===== src/core/ars_regs.svh =====
// Function
// - Up to four shots, each with separate single-phase and three-phase dead times.
// - Dead timer starts on the chosen start condition; expiry issues the close command.
// - Close starts reclaim; pickup in reclaim starts next cycle, else sequence resets.
// - Start input runs action timer; no trip before expiry means dynamic blocked.
// - Trip input enters in-progress, drives run output, starts start-signal max timer.
// - Breaker must be ready at close; wait limited, then dynamic blocked and reset.
// - User block input holds the sequencer blocked with no reclosing.
// - General device block also blocks the sequencer.
// - Manual close disables the sequencer for a configured inhibit time.
// - Close pulse lasts its setting, cut short at once by any trip.
// - Cycle-count setting selects off or one to four shots; never exceeded.
// - Operation setting off keeps the sequencer idle with no outputs.
// - Trip-reset mode: trip deassertion starts the dead time.
// - Trip-reset mode: trip held beyond max time means dynamic blocked.
// - Breaker-open mode: no breaker open before max time means dynamic blocked.
// - Three-phase trip selects three-phase dead times, kept for the rest of the sequence.
// - Reduced dead time input ends a running dead time at once.
// - One close output serves all three phases.
`ifndef ARS_REGS_SVH
`define ARS_REGS_SVH

// Register byte offsets
`define ARS_OFF_CTRL     8'h00
`define ARS_OFF_STAT     8'h04
`define ARS_OFF_SET      8'h40

// Setting indexes, each word at ARS_OFF_SET + 4 * index
`define ARS_SI_ACT       4'h0
`define ARS_SI_MAXST     4'h1
`define ARS_SI_RECLAIM   4'h2
`define ARS_SI_CBTO      4'h3
`define ARS_SI_DYNBLK    4'h4
`define ARS_SI_MANINH    4'h5
`define ARS_SI_CLOSE     4'h6
`define ARS_SI_DT1       4'h7
`define ARS_SI_DT3       4'hb
`define ARS_NSET         15

// Control fields
`define ARS_CTRL_OP      0
`define ARS_CTRL_SRC     1
`define ARS_CTRL_CYC_LO  2
`define ARS_CTRL_CYC_HI  4
`define ARS_MAX_SHOTS    3'h4

// Reset values
`define ARS_CTRL_RST     32'h0000_0005
`define ARS_SET_RST      16'h0064

// Timing
`define ARS_CLK_NS       20
`define ARS_TICK_NS      1000000

`endif


===== src/core/ars_pkg.sv =====
package ars_pkg;

	typedef enum logic [2:0] {
		ARS_IDLE   = 3'h0,
		ARS_ACTION = 3'h1,
		ARS_RUN    = 3'h2,
		ARS_DEAD   = 3'h3,
		ARS_CBWAIT = 3'h4,
		ARS_RECL   = 3'h5,
		ARS_DYNBLK = 3'h6
	} ars_state_t;

	typedef enum logic {
		ARS_SRC_TRIP_RESET = 1'h0,
		ARS_SRC_BRK_OPEN   = 1'h1
	} ars_src_t;

endpackage


===== src/core/ars_tmr_if.sv =====
`timescale 1ns/1ps
interface ars_tmr_if #(parameter int W = 16);
	logic         tick;
	logic         load;
	logic [W-1:0] val;
	logic         expired;

	modport owner (output tick, output load, output val, input expired);
	modport timer (input tick, input load, input val, output expired);
endinterface


===== src/core/ars_tick.sv =====
`timescale 1ns/1ps
module ars_tick #(
	parameter int DIV = 50000
) (
	// Clock and reset
	input  wire logic core_clk,
	input  wire logic srst,
	// Millisecond enable
	output logic      tick
);
	localparam int CW = (DIV > 1) ? $clog2(DIV) : 1;

	logic [CW-1:0] cnt_q;

	// Divider producing one enable pulse per period
	always_ff @(posedge core_clk) begin
		if (srst) begin
			cnt_q <= '0;
			tick  <= 1'b0;
		end else if (cnt_q == CW'(DIV - 1)) begin
			cnt_q <= '0;
			tick  <= 1'b1;
		end else begin
			cnt_q <= cnt_q + 1'b1;
			tick  <= 1'b0;
		end
	end
endmodule


===== src/core/ars_timer.sv =====
`timescale 1ns/1ps
module ars_timer #(
	parameter int W = 16
) (
	// Clock and reset
	input  wire logic core_clk,
	input  wire logic srst,
	// Timer control
	ars_tmr_if.timer  t
);
	logic [W-1:0] cnt_q;
	logic         arm_q;

	// Loadable down-counter in tick units
	// First tick after a load is partial and skipped, so N lasts N to N+1 ms
	always_ff @(posedge core_clk) begin
		if (srst) begin
			cnt_q <= '0;
			arm_q <= 1'b0;
		end else if (t.load) begin
			cnt_q <= t.val;
			arm_q <= 1'b0;
		end else if (t.tick && cnt_q != '0) begin
			if (arm_q) begin
				cnt_q <= cnt_q - 1'b1;
			end else begin
				arm_q <= 1'b1;
			end
		end
	end

	assign t.expired = (cnt_q == '0);
endmodule


===== src/core/ars_top.sv =====
`timescale 1ns/1ps
`include "ars_regs.svh"
module ars_top #(
	parameter int TICK_CYC = `ARS_TICK_NS / `ARS_CLK_NS,
	parameter int TW       = 16
) (
	// Clock and reset
	input  wire logic        core_clk,
	input  wire logic        srst,
	// Wishbone slave
	input  wire logic        wb_cyc_i,
	input  wire logic        wb_stb_i,
	input  wire logic        wb_we_i,
	input  wire logic [7:0]  wb_adr_i,
	input  wire logic [3:0]  wb_sel_i,
	input  wire logic [31:0] wb_dat_i,
	output logic      [31:0] wb_dat_o,
	output logic             wb_ack_o,
	// Protection and breaker status
	input  wire logic        protection_start_in,
	input  wire logic        reclose_trip_in,
	input  wire logic        three_phase_trip_in,
	input  wire logic        breaker_open_in,
	input  wire logic        breaker_ready_in,
	input  wire logic        reduced_dead_time_in,
	// Blocking
	input  wire logic        block_in,
	input  wire logic        device_block_in,
	input  wire logic        manual_close_in,
	// Sequencer outputs
	output logic             close_out,
	output logic             in_progress_out,
	output logic             dyn_blocked_out
);

	// Byte-lane merge of a write into a stored word
	function automatic logic [31:0] lane_merge(
		input logic [31:0] old_v,
		input logic [31:0] new_v,
		input logic [3:0]  sel
	);
		logic [31:0] r;
		r = old_v;
		for (int i = 0; i < 4; i++) begin
			if (sel[i]) begin
				r[i*8 +: 8] = new_v[i*8 +: 8];
			end
		end
		return r;
	endfunction

	// Registers
	logic [31:0]         ctrl_q;
	logic [TW-1:0]       set_q [`ARS_NSET];
	logic                ack_q;
	logic [31:0]         dat_q;
	logic [31:0]         rd_data;

	// Sequencer state
	ars_pkg::ars_state_t state_q;
	ars_pkg::ars_state_t state_d;
	logic [2:0]          cycle_q;
	logic [2:0]          cycle_d;
	logic                tph_q;
	logic                tph_d;
	logic                close_q;
	logic                run_q;
	logic                dynb_q;

	// Timer control
	logic                tick;
	logic                seq_load;
	logic [TW-1:0]       seq_val;
	logic                pulse_load;

	// Decoded settings and conditions
	logic                op_on;
	ars_pkg::ars_src_t   src_sel;
	logic [2:0]          cyc_set;
	logic [2:0]          shot_lim;
	logic                inhibit;
	logic                enabled;
	logic                start_cond;
	logic [3:0]          dt_idx;

	ars_tmr_if #(.W(TW)) seq_t ();
	ars_tmr_if #(.W(TW)) pulse_t ();
	ars_tmr_if #(.W(TW)) inh_t ();

	ars_tick #(.DIV(TICK_CYC)) u_tick (
		.core_clk (core_clk),
		.srst     (srst),
		.tick     (tick)
	);

	ars_timer #(.W(TW)) u_seq_tmr (
		.core_clk (core_clk),
		.srst     (srst),
		.t        (seq_t.timer)
	);

	ars_timer #(.W(TW)) u_pulse_tmr (
		.core_clk (core_clk),
		.srst     (srst),
		.t        (pulse_t.timer)
	);

	ars_timer #(.W(TW)) u_inh_tmr (
		.core_clk (core_clk),
		.srst     (srst),
		.t        (inh_t.timer)
	);

	// Timer hookup, all counting milliseconds
	assign seq_t.tick   = tick;
	assign seq_t.load   = seq_load;
	assign seq_t.val    = seq_val;
	assign pulse_t.tick = tick;
	assign pulse_t.load = pulse_load;
	assign pulse_t.val  = set_q[`ARS_SI_CLOSE];
	assign inh_t.tick   = tick;
	assign inh_t.load   = manual_close_in;
	assign inh_t.val    = set_q[`ARS_SI_MANINH];

	// Setting decode
	assign op_on    = ctrl_q[`ARS_CTRL_OP];
	assign src_sel  = ars_pkg::ars_src_t'(ctrl_q[`ARS_CTRL_SRC]);
	assign cyc_set  = ctrl_q[`ARS_CTRL_CYC_HI:`ARS_CTRL_CYC_LO];
	assign shot_lim = (cyc_set > `ARS_MAX_SHOTS) ? `ARS_MAX_SHOTS : cyc_set;

	// Inhibit runs from manual close until its time has elapsed
	assign inhibit = manual_close_in || !inh_t.expired;

	// Any block, manual inhibit or operation off forces idle
	assign enabled = op_on && !block_in && !device_block_in && !inhibit && cyc_set != 3'h0;

	// Dead time start condition per start source
	assign start_cond = (src_sel == ars_pkg::ARS_SRC_TRIP_RESET) ? !reclose_trip_in : breaker_open_in;

	// Dead time per shot and fault type
	assign dt_idx = (tph_q || three_phase_trip_in) ?
		(`ARS_SI_DT3 + {2'h0, cycle_q[1:0]}) : (`ARS_SI_DT1 + {2'h0, cycle_q[1:0]});

	// Sequencer decisions
	always_comb begin
		state_d    = state_q;
		cycle_d    = cycle_q;
		tph_d      = tph_q || (three_phase_trip_in && state_q != ars_pkg::ARS_IDLE);
		seq_load   = 1'b0;
		seq_val    = '0;
		pulse_load = 1'b0;
		case (state_q)
			ars_pkg::ARS_IDLE,
			ars_pkg::ARS_RECL: begin
				if (reclose_trip_in) begin
					// Trip enters in-progress and starts max-time timer
					state_d  = ars_pkg::ARS_RUN;
					seq_load = 1'b1;
					seq_val  = set_q[`ARS_SI_MAXST];
					tph_d    = tph_q || three_phase_trip_in;
				end else if (protection_start_in) begin
					// Pickup starts the action timer
					state_d  = ars_pkg::ARS_ACTION;
					seq_load = 1'b1;
					seq_val  = set_q[`ARS_SI_ACT];
				end else if (state_q == ars_pkg::ARS_RECL && seq_t.expired) begin
					// Reclaim over with no pickup, next fault begins at cycle one
					state_d = ars_pkg::ARS_IDLE;
					cycle_d = 3'h0;
					tph_d   = 1'b0;
				end
			end
			ars_pkg::ARS_ACTION: begin
				if (reclose_trip_in) begin
					state_d  = ars_pkg::ARS_RUN;
					seq_load = 1'b1;
					seq_val  = set_q[`ARS_SI_MAXST];
					tph_d    = tph_q || three_phase_trip_in;
				end else if (seq_t.expired) begin
					// No trip within action time
					state_d  = ars_pkg::ARS_DYNBLK;
					seq_load = 1'b1;
					seq_val  = set_q[`ARS_SI_DYNBLK];
				end
			end
			ars_pkg::ARS_RUN: begin
				if (start_cond) begin
					if (cycle_q >= shot_lim) begin
						// Shot budget spent
						state_d  = ars_pkg::ARS_DYNBLK;
						seq_load = 1'b1;
						seq_val  = set_q[`ARS_SI_DYNBLK];
					end else begin
						// Start condition starts the dead timer
						state_d  = ars_pkg::ARS_DEAD;
						seq_load = 1'b1;
						seq_val  = set_q[dt_idx];
					end
				end else if (seq_t.expired) begin
					// Trip too long or breaker never opened
					state_d  = ars_pkg::ARS_DYNBLK;
					seq_load = 1'b1;
					seq_val  = set_q[`ARS_SI_DYNBLK];
				end
			end
			ars_pkg::ARS_DEAD: begin
				// Dead time end or reduced dead time
				if (seq_t.expired || reduced_dead_time_in) begin
					if (breaker_ready_in) begin
						// Close and reclaim start together
						state_d    = ars_pkg::ARS_RECL;
						seq_load   = 1'b1;
						seq_val    = set_q[`ARS_SI_RECLAIM];
						pulse_load = 1'b1;
						cycle_d    = cycle_q + 3'h1;
					end else begin
						state_d  = ars_pkg::ARS_CBWAIT;
						seq_load = 1'b1;
						seq_val  = set_q[`ARS_SI_CBTO];
					end
				end
			end
			ars_pkg::ARS_CBWAIT: begin
				if (breaker_ready_in) begin
					state_d    = ars_pkg::ARS_RECL;
					seq_load   = 1'b1;
					seq_val    = set_q[`ARS_SI_RECLAIM];
					pulse_load = 1'b1;
					cycle_d    = cycle_q + 3'h1;
				end else if (seq_t.expired) begin
					// Breaker never ready within supervision time
					state_d  = ars_pkg::ARS_DYNBLK;
					seq_load = 1'b1;
					seq_val  = set_q[`ARS_SI_DYNBLK];
				end
			end
			ars_pkg::ARS_DYNBLK: begin
				if (seq_t.expired) begin
					// Blocking time over, clear and return
					state_d = ars_pkg::ARS_IDLE;
					cycle_d = 3'h0;
					tph_d   = 1'b0;
				end
			end
			default: begin
				state_d = ars_pkg::ARS_IDLE;
				cycle_d = 3'h0;
				tph_d   = 1'b0;
			end
		endcase
	end

	// Sequencer state update
	always_ff @(posedge core_clk) begin
		if (srst || !enabled) begin
			state_q <= ars_pkg::ARS_IDLE;
			cycle_q <= 3'h0;
			tph_q   <= 1'b0;
		end else begin
			state_q <= state_d;
			cycle_q <= cycle_d;
			tph_q   <= tph_d;
		end
	end

	// Single three-phase close pulse
	always_ff @(posedge core_clk) begin
		if (srst || !enabled) begin
			close_q <= 1'b0;
		end else if (pulse_load) begin
			close_q <= 1'b1;
		end else if (reclose_trip_in || pulse_t.expired) begin
			close_q <= 1'b0;
		end
	end

	// Status outputs
	always_ff @(posedge core_clk) begin
		if (srst) begin
			run_q  <= 1'b0;
			dynb_q <= 1'b0;
		end else begin
			run_q  <= enabled && (state_q == ars_pkg::ARS_RUN || state_q == ars_pkg::ARS_DEAD ||
				state_q == ars_pkg::ARS_CBWAIT || state_q == ars_pkg::ARS_RECL);
			dynb_q <= enabled && state_q == ars_pkg::ARS_DYNBLK;
		end
	end

	assign close_out       = close_q;
	assign in_progress_out = run_q;
	assign dyn_blocked_out = dynb_q;

	// Register read mux
	always_comb begin
		rd_data = 32'h0000_0000;
		if (wb_adr_i == `ARS_OFF_CTRL) begin
			rd_data = ctrl_q;
		end else if (wb_adr_i == `ARS_OFF_STAT) begin
			rd_data = {22'h0, inhibit, tph_q, close_q, run_q, cycle_q, state_q};
		end else if (wb_adr_i >= `ARS_OFF_SET && wb_adr_i[1:0] == 2'h0 &&
			wb_adr_i[5:2] < 4'(`ARS_NSET) && wb_adr_i[7:6] == 2'h1) begin
			rd_data = {{(32-TW){1'b0}}, set_q[wb_adr_i[5:2]]};
		end
	end

	// Wishbone handshake, one wait state
	always_ff @(posedge core_clk) begin
		if (srst) begin
			ack_q <= 1'b0;
			dat_q <= 32'h0000_0000;
		end else begin
			ack_q <= wb_cyc_i && wb_stb_i && !ack_q;
			dat_q <= (wb_cyc_i && wb_stb_i && !ack_q && !wb_we_i) ? rd_data : 32'h0000_0000;
		end
	end

	assign wb_ack_o = ack_q;
	assign wb_dat_o = dat_q;

	// Control register write
	always_ff @(posedge core_clk) begin
		if (srst) begin
			ctrl_q <= `ARS_CTRL_RST;
		end else if (wb_cyc_i && wb_stb_i && wb_we_i && !ack_q && wb_adr_i == `ARS_OFF_CTRL) begin
			ctrl_q <= lane_merge(ctrl_q, wb_dat_i, wb_sel_i) & 32'h0000_001f;
		end
	end

	// Setting writes, one timer value per word
	always_ff @(posedge core_clk) begin
		if (srst) begin
			for (int i = 0; i < `ARS_NSET; i++) begin
				set_q[i] <= `ARS_SET_RST;
			end
		end else if (wb_cyc_i && wb_stb_i && wb_we_i && !ack_q && wb_adr_i[7:6] == 2'h1 &&
			wb_adr_i[1:0] == 2'h0 && wb_adr_i[5:2] < 4'(`ARS_NSET)) begin
			set_q[wb_adr_i[5:2]] <= TW'(lane_merge({{(32-TW){1'b0}}, set_q[wb_adr_i[5:2]]},
				wb_dat_i, wb_sel_i));
		end
	end

endmodule


===== config.mk =====
export PLATFORM = sky130hd
export DESIGN_NAME = ars_top
export DESIGN_NICKNAME = d
export VERILOG_FILES = /design/src/core/ars_pkg.sv /design/src/core/ars_tmr_if.sv /design/src/core/ars_tick.sv /design/src/core/ars_timer.sv /design/src/core/ars_top.sv
export VERILOG_INCLUDE_DIRS = /design/src /design/src/core
export SDC_FILE = /design/constraint.sdc
export NUM_CORES = 1
export LEC_CHECK = 0
export ABC_AREA = 1
export BUFFER_PORTS_ARGS = -buffer_cell sky130_fd_sc_hd__buf_2
export CAP_MARGIN = 20
export CELL_PAD_IN_SITES_DETAIL_PLACEMENT = 1
export CELL_PAD_IN_SITES_GLOBAL_PLACEMENT = 1
export CORE_AREA = 3 3 257 208
export DETAILED_ROUTE_END_ITERATION = 8
export DIE_AREA = 0 0 260 211
export PLACE_DENSITY = 0.76
export SYNTH_ARGS = -nofsm -noshare
export SYNTH_HDL_FRONTEND = slang
export SYNTH_SLANG_ARGS = --single-unit

===== constraint.sdc =====
create_clock -name core_clk -period 3.34 [get_ports core_clk]
set_clock_uncertainty 0.15 [all_clocks]
set_input_delay 0.668 -clock core_clk [delete_from_list [all_inputs] [get_ports core_clk]]
set_output_delay 0.668 -clock core_clk [all_outputs]
set_load 0.01 [all_outputs]

==> impl_results.md <==
- Top cells by instance count after synthesis: nand2_1 (574), nor2_1 (425), nand3_1 (383), edfxtp_1 (256), a21oi_1 (169)
- Leakage Power: 9.35 nW
- Fraction of final layout cells sized beyond drive strength 1: 0.112
- Pin count of the biggest net entering global routing: 140
- CTS Hold Buffers Added: 0
- Gp weighted congestion: 0.937
- GRT busiest layer: met2
- Power density over cell area: approximately 460 nW/um^2
- Insertion delay of the later-clocked pin in the worst-skew pair: 580 ps
- Largest cells by area after synthesis: edfxtp_1 (38%), nand2_1 (11%), dfxtp_1 (9.8%), nand3_1 (9.4%), nor2_1 (7.8%)
- RSZ-0062 raised after global routing: false
- Post-Place Worst Slack: between 15 and 20 ps
- Post-detailed-route count of antenna-violating nets: 0
- Resize count post-CTS: 0
- Area enclosed by the die boundary: roughly 55,000 sq um
- Part of the Yosys area used for sequential elements: 0.477
- Required time of the critical path: 3680 ps
- Result of the run: complete, no violations
- Global routing usage on met1: 0.426
- Class of the tightest hold or removal check: primary input to register
- Clock transition at the registers of the reported paths: 60 ps
- Highest-delay cell along the critical path: dfxtp_1
- Yosys warns: 0
- Final hold viol count: 0
- Most numerous cell in the Yosys netlist: nand2_1
- Average cell area after synthesis: 7.68 sq um
- Number of maximum-capacitance constraint violations: 0
- Met2 routing resource usage after global routing: 0.467
- Crit path setup slack, layout: 362 ps
- Cell type with the largest total area after synthesis: edfxtp_1
- Total congestion overflow: 0
- Synth Register Bits: ~360
- Deepest level of the CTS H-tree: 2
- CP max FO: 33
- Cell Chain, Critical Path: inv_1, ha_2, ha_1, buf_12, inv_1, buf_4, nand3_1, nand3_1, nand3_1, nand2_1, nand2_1, nand2_1, nand2_1, a21oi_1
- Slew Limit Headroom: 0.365
- First-pass GRT wire length: 127,000 um
- Share of the cycle needed by the critical path after routing: 0.892
- Core area: slightly above 50,000 sq um
- Antenna violations before repair: 2
- Number of core rows: 74
- Maximum root-to-sink buffer count: 3
- Netlist Area Pre-Place: between 20,000 and 25,000 sq um
- Final setup violation count: 0
- Min cycle time layout: 2980 ps
- Setup fix buffers added after clock tree synthesis: 0
- Count of flip-flops with a built-in enable after synthesis: 256
- Met3 demand-to-capacity share in global routing: 0.0515
- Total DRC errors in the routed layout: 0
- Total half-perimeter wirelength after legalization and detailed placement: 59,800 um
- Clock tree from TritonCTS: done
- Count of final max-slew check failures: 0
- I/O pins: 94
- Port bufs: 59
- Total wirelength of the detailed-routed design: 84,600 um
- Via count: around 20,000
- Critical Path Start Type: register
- Commonest register cell after synthesis: edfxtp_1
- Die Width: 260 um
- Smallest hold slack: about 220 ps
- Layout overhead on the synthesized area: 15.2%
- Final standard cell utilization of the core: 0.459
- Ratio of routed vias to standard cells: slightly below 6
- CTS Sinks: between 300 and 400
- Data arrival time of the worst path: between 3000 and 4000 ps
- Library cell appearing most often on the critical path: nand2_1
- Clock buffer count from CTS: 40
- Kind of critical path: register to register
- Top-area cell type share of the netlist area: 0.378
- Vias in the first global route: 20,602
- Slew of the pin with the lowest slew margin: 953 ps
- Highest cell delay on the worst timing path: 430 ps
- Post-detailed-route wirelength per cell: 24.5 um
- Number of iterations in the first detailed-routing pass: 6
- Nets@finish: 2,806
- Die H: 211 um
- Max Clock Freq: approximately 340 MHz
- Total Negative Setup Slacks: 0 ps
- Maximum vdd ir drop: ~330 uV
- Distinct cell type count after synthesis: 43
- Post-synthesis async set-or-reset flop share: 0
- Syn Inst Count: 2,646
- Crit end category: register
- Drt first-iter violations: 2,741
- Clock root buffer: clkbuf_16
- Global-route usage over all layers: 0.305
- Effective utilization at floorplan: 0.398
-- cells by family (layout without fill, tap and decap cells) --
kind of cell / count (synthesis) / in the layout / synth area share
mux: 1 / 1 / 0.000493
compound gates: 418 / 418 / 0.121
fa+ha+maj: 11 / 11 / 0.00677
buf+inv: 346 / 438 / 0.0725
other cells: 1 / 34 / 0.000185
simple gates: 1483 / 1483 / 0.309
xor+xnor: 30 / 30 / 0.0129
flops: 356 / 356 / 0.477
-- where the power goes --
group	internal, mW	switching (mW)
clock	2.54	1.94
combinational	0.401	0.917
sequential	4.86	0.123
-- stage by stage --
stage	instance area [sq um]	total power, mW	cells
CTS	23400	10.8	3453
global route	23400	11.1	3453
detailed placement	22100	6.35	3379
floorplan	20400	5.74	2677
finish	23400	10.8	3455
global placement	22100	6.30	3379
-- cell type report --
cell class	count	area, sq um
antenna	2	5.00
clock buffer	54	1130
clock inverter	20	163
fill	6289	27600
inverter	177	666
multi-input combinational	1975	9290
sequential	356	9690
tap	684	856
timing repair buffer	187	1610
-- critical path, delay by kind of cell (launching register included) --
kind,cells,cell delay [ps]
AND/OR/NAND/NOR,7,990
AO/OA/AOI/OAI,1,120
adder cells (fa/ha/maj),2,390
buffers and inverters,4,760
flip-flops,1,430
-- routing by layer --
layer	vias to the layer above	share of wire
met2	1083	0.44
met3	191	0.10
met5	-	0
met1	10083	0.41
li1	9105	-
met4	0	0.044
-- flip-flops by register name, indices dropped and copies added (netlist names), 3 cells and up --
signal             flops
wb_dat_o              16
u_inh_tmr.cnt_q       16
cycle_q                3
set_q                256
u_tick.cnt_q          16
u_pulse_tmr.cnt_q     16
ctrl_q                 5
u_seq_tmr.cnt_q       16
state_q                3
-- path summary, 6_finish.rpt --
| kind | from | endpoint | slack, ps | depth (start not counted) |
|---|---|---|---|---|
| worst max-delay path | cycle_q[1]$_SDFFE_PP0P_ | u_seq_tmr.cnt_q[3]$_SDFFE_PP0P_ | 360 | 14 |
| worst min-delay path | wb_dat_i[2] | ctrl_q[2]$_SDFFE_PP1P_ | 220 | 3 |
| worst max register to register | cycle_q[1]$_SDFFE_PP0P_ | u_seq_tmr.cnt_q[3]$_SDFFE_PP0P_ | 360 | 14 |
| worst min register to register | u_tick.cnt_q[0]$_SDFF_PP0_ | u_tick.cnt_q[0]$_SDFF_PP0_ | 310 | 1 |
-- placed cells by master, fill, tap and decap left out, types with 28 or more instances in the layout --
| master | synthesis | final |
|---|---|---|
| a21oi_1 | 169 | 169 |
| buf_2 | 49 | 59 |
| o21ai_0 | 91 | 91 |
| nand2_1 | 574 | 574 |
| nor2_1 | 425 | 424 |
| clkbuf_16 | 0 | 43 |
| conb_1 | 1 | 32 |
| nand3_1 | 383 | 383 |
| buf_4 | 28 | 100 |
| edfxtp_1 | 256 | 256 |
| buf_12 | 0 | 28 |
| a22oi_1 | 113 | 113 |
| dfxtp_1 | 100 | 99 |
| inv_1 | 159 | 158 |
Note: power is estimated with default switching activity, not from simulation.
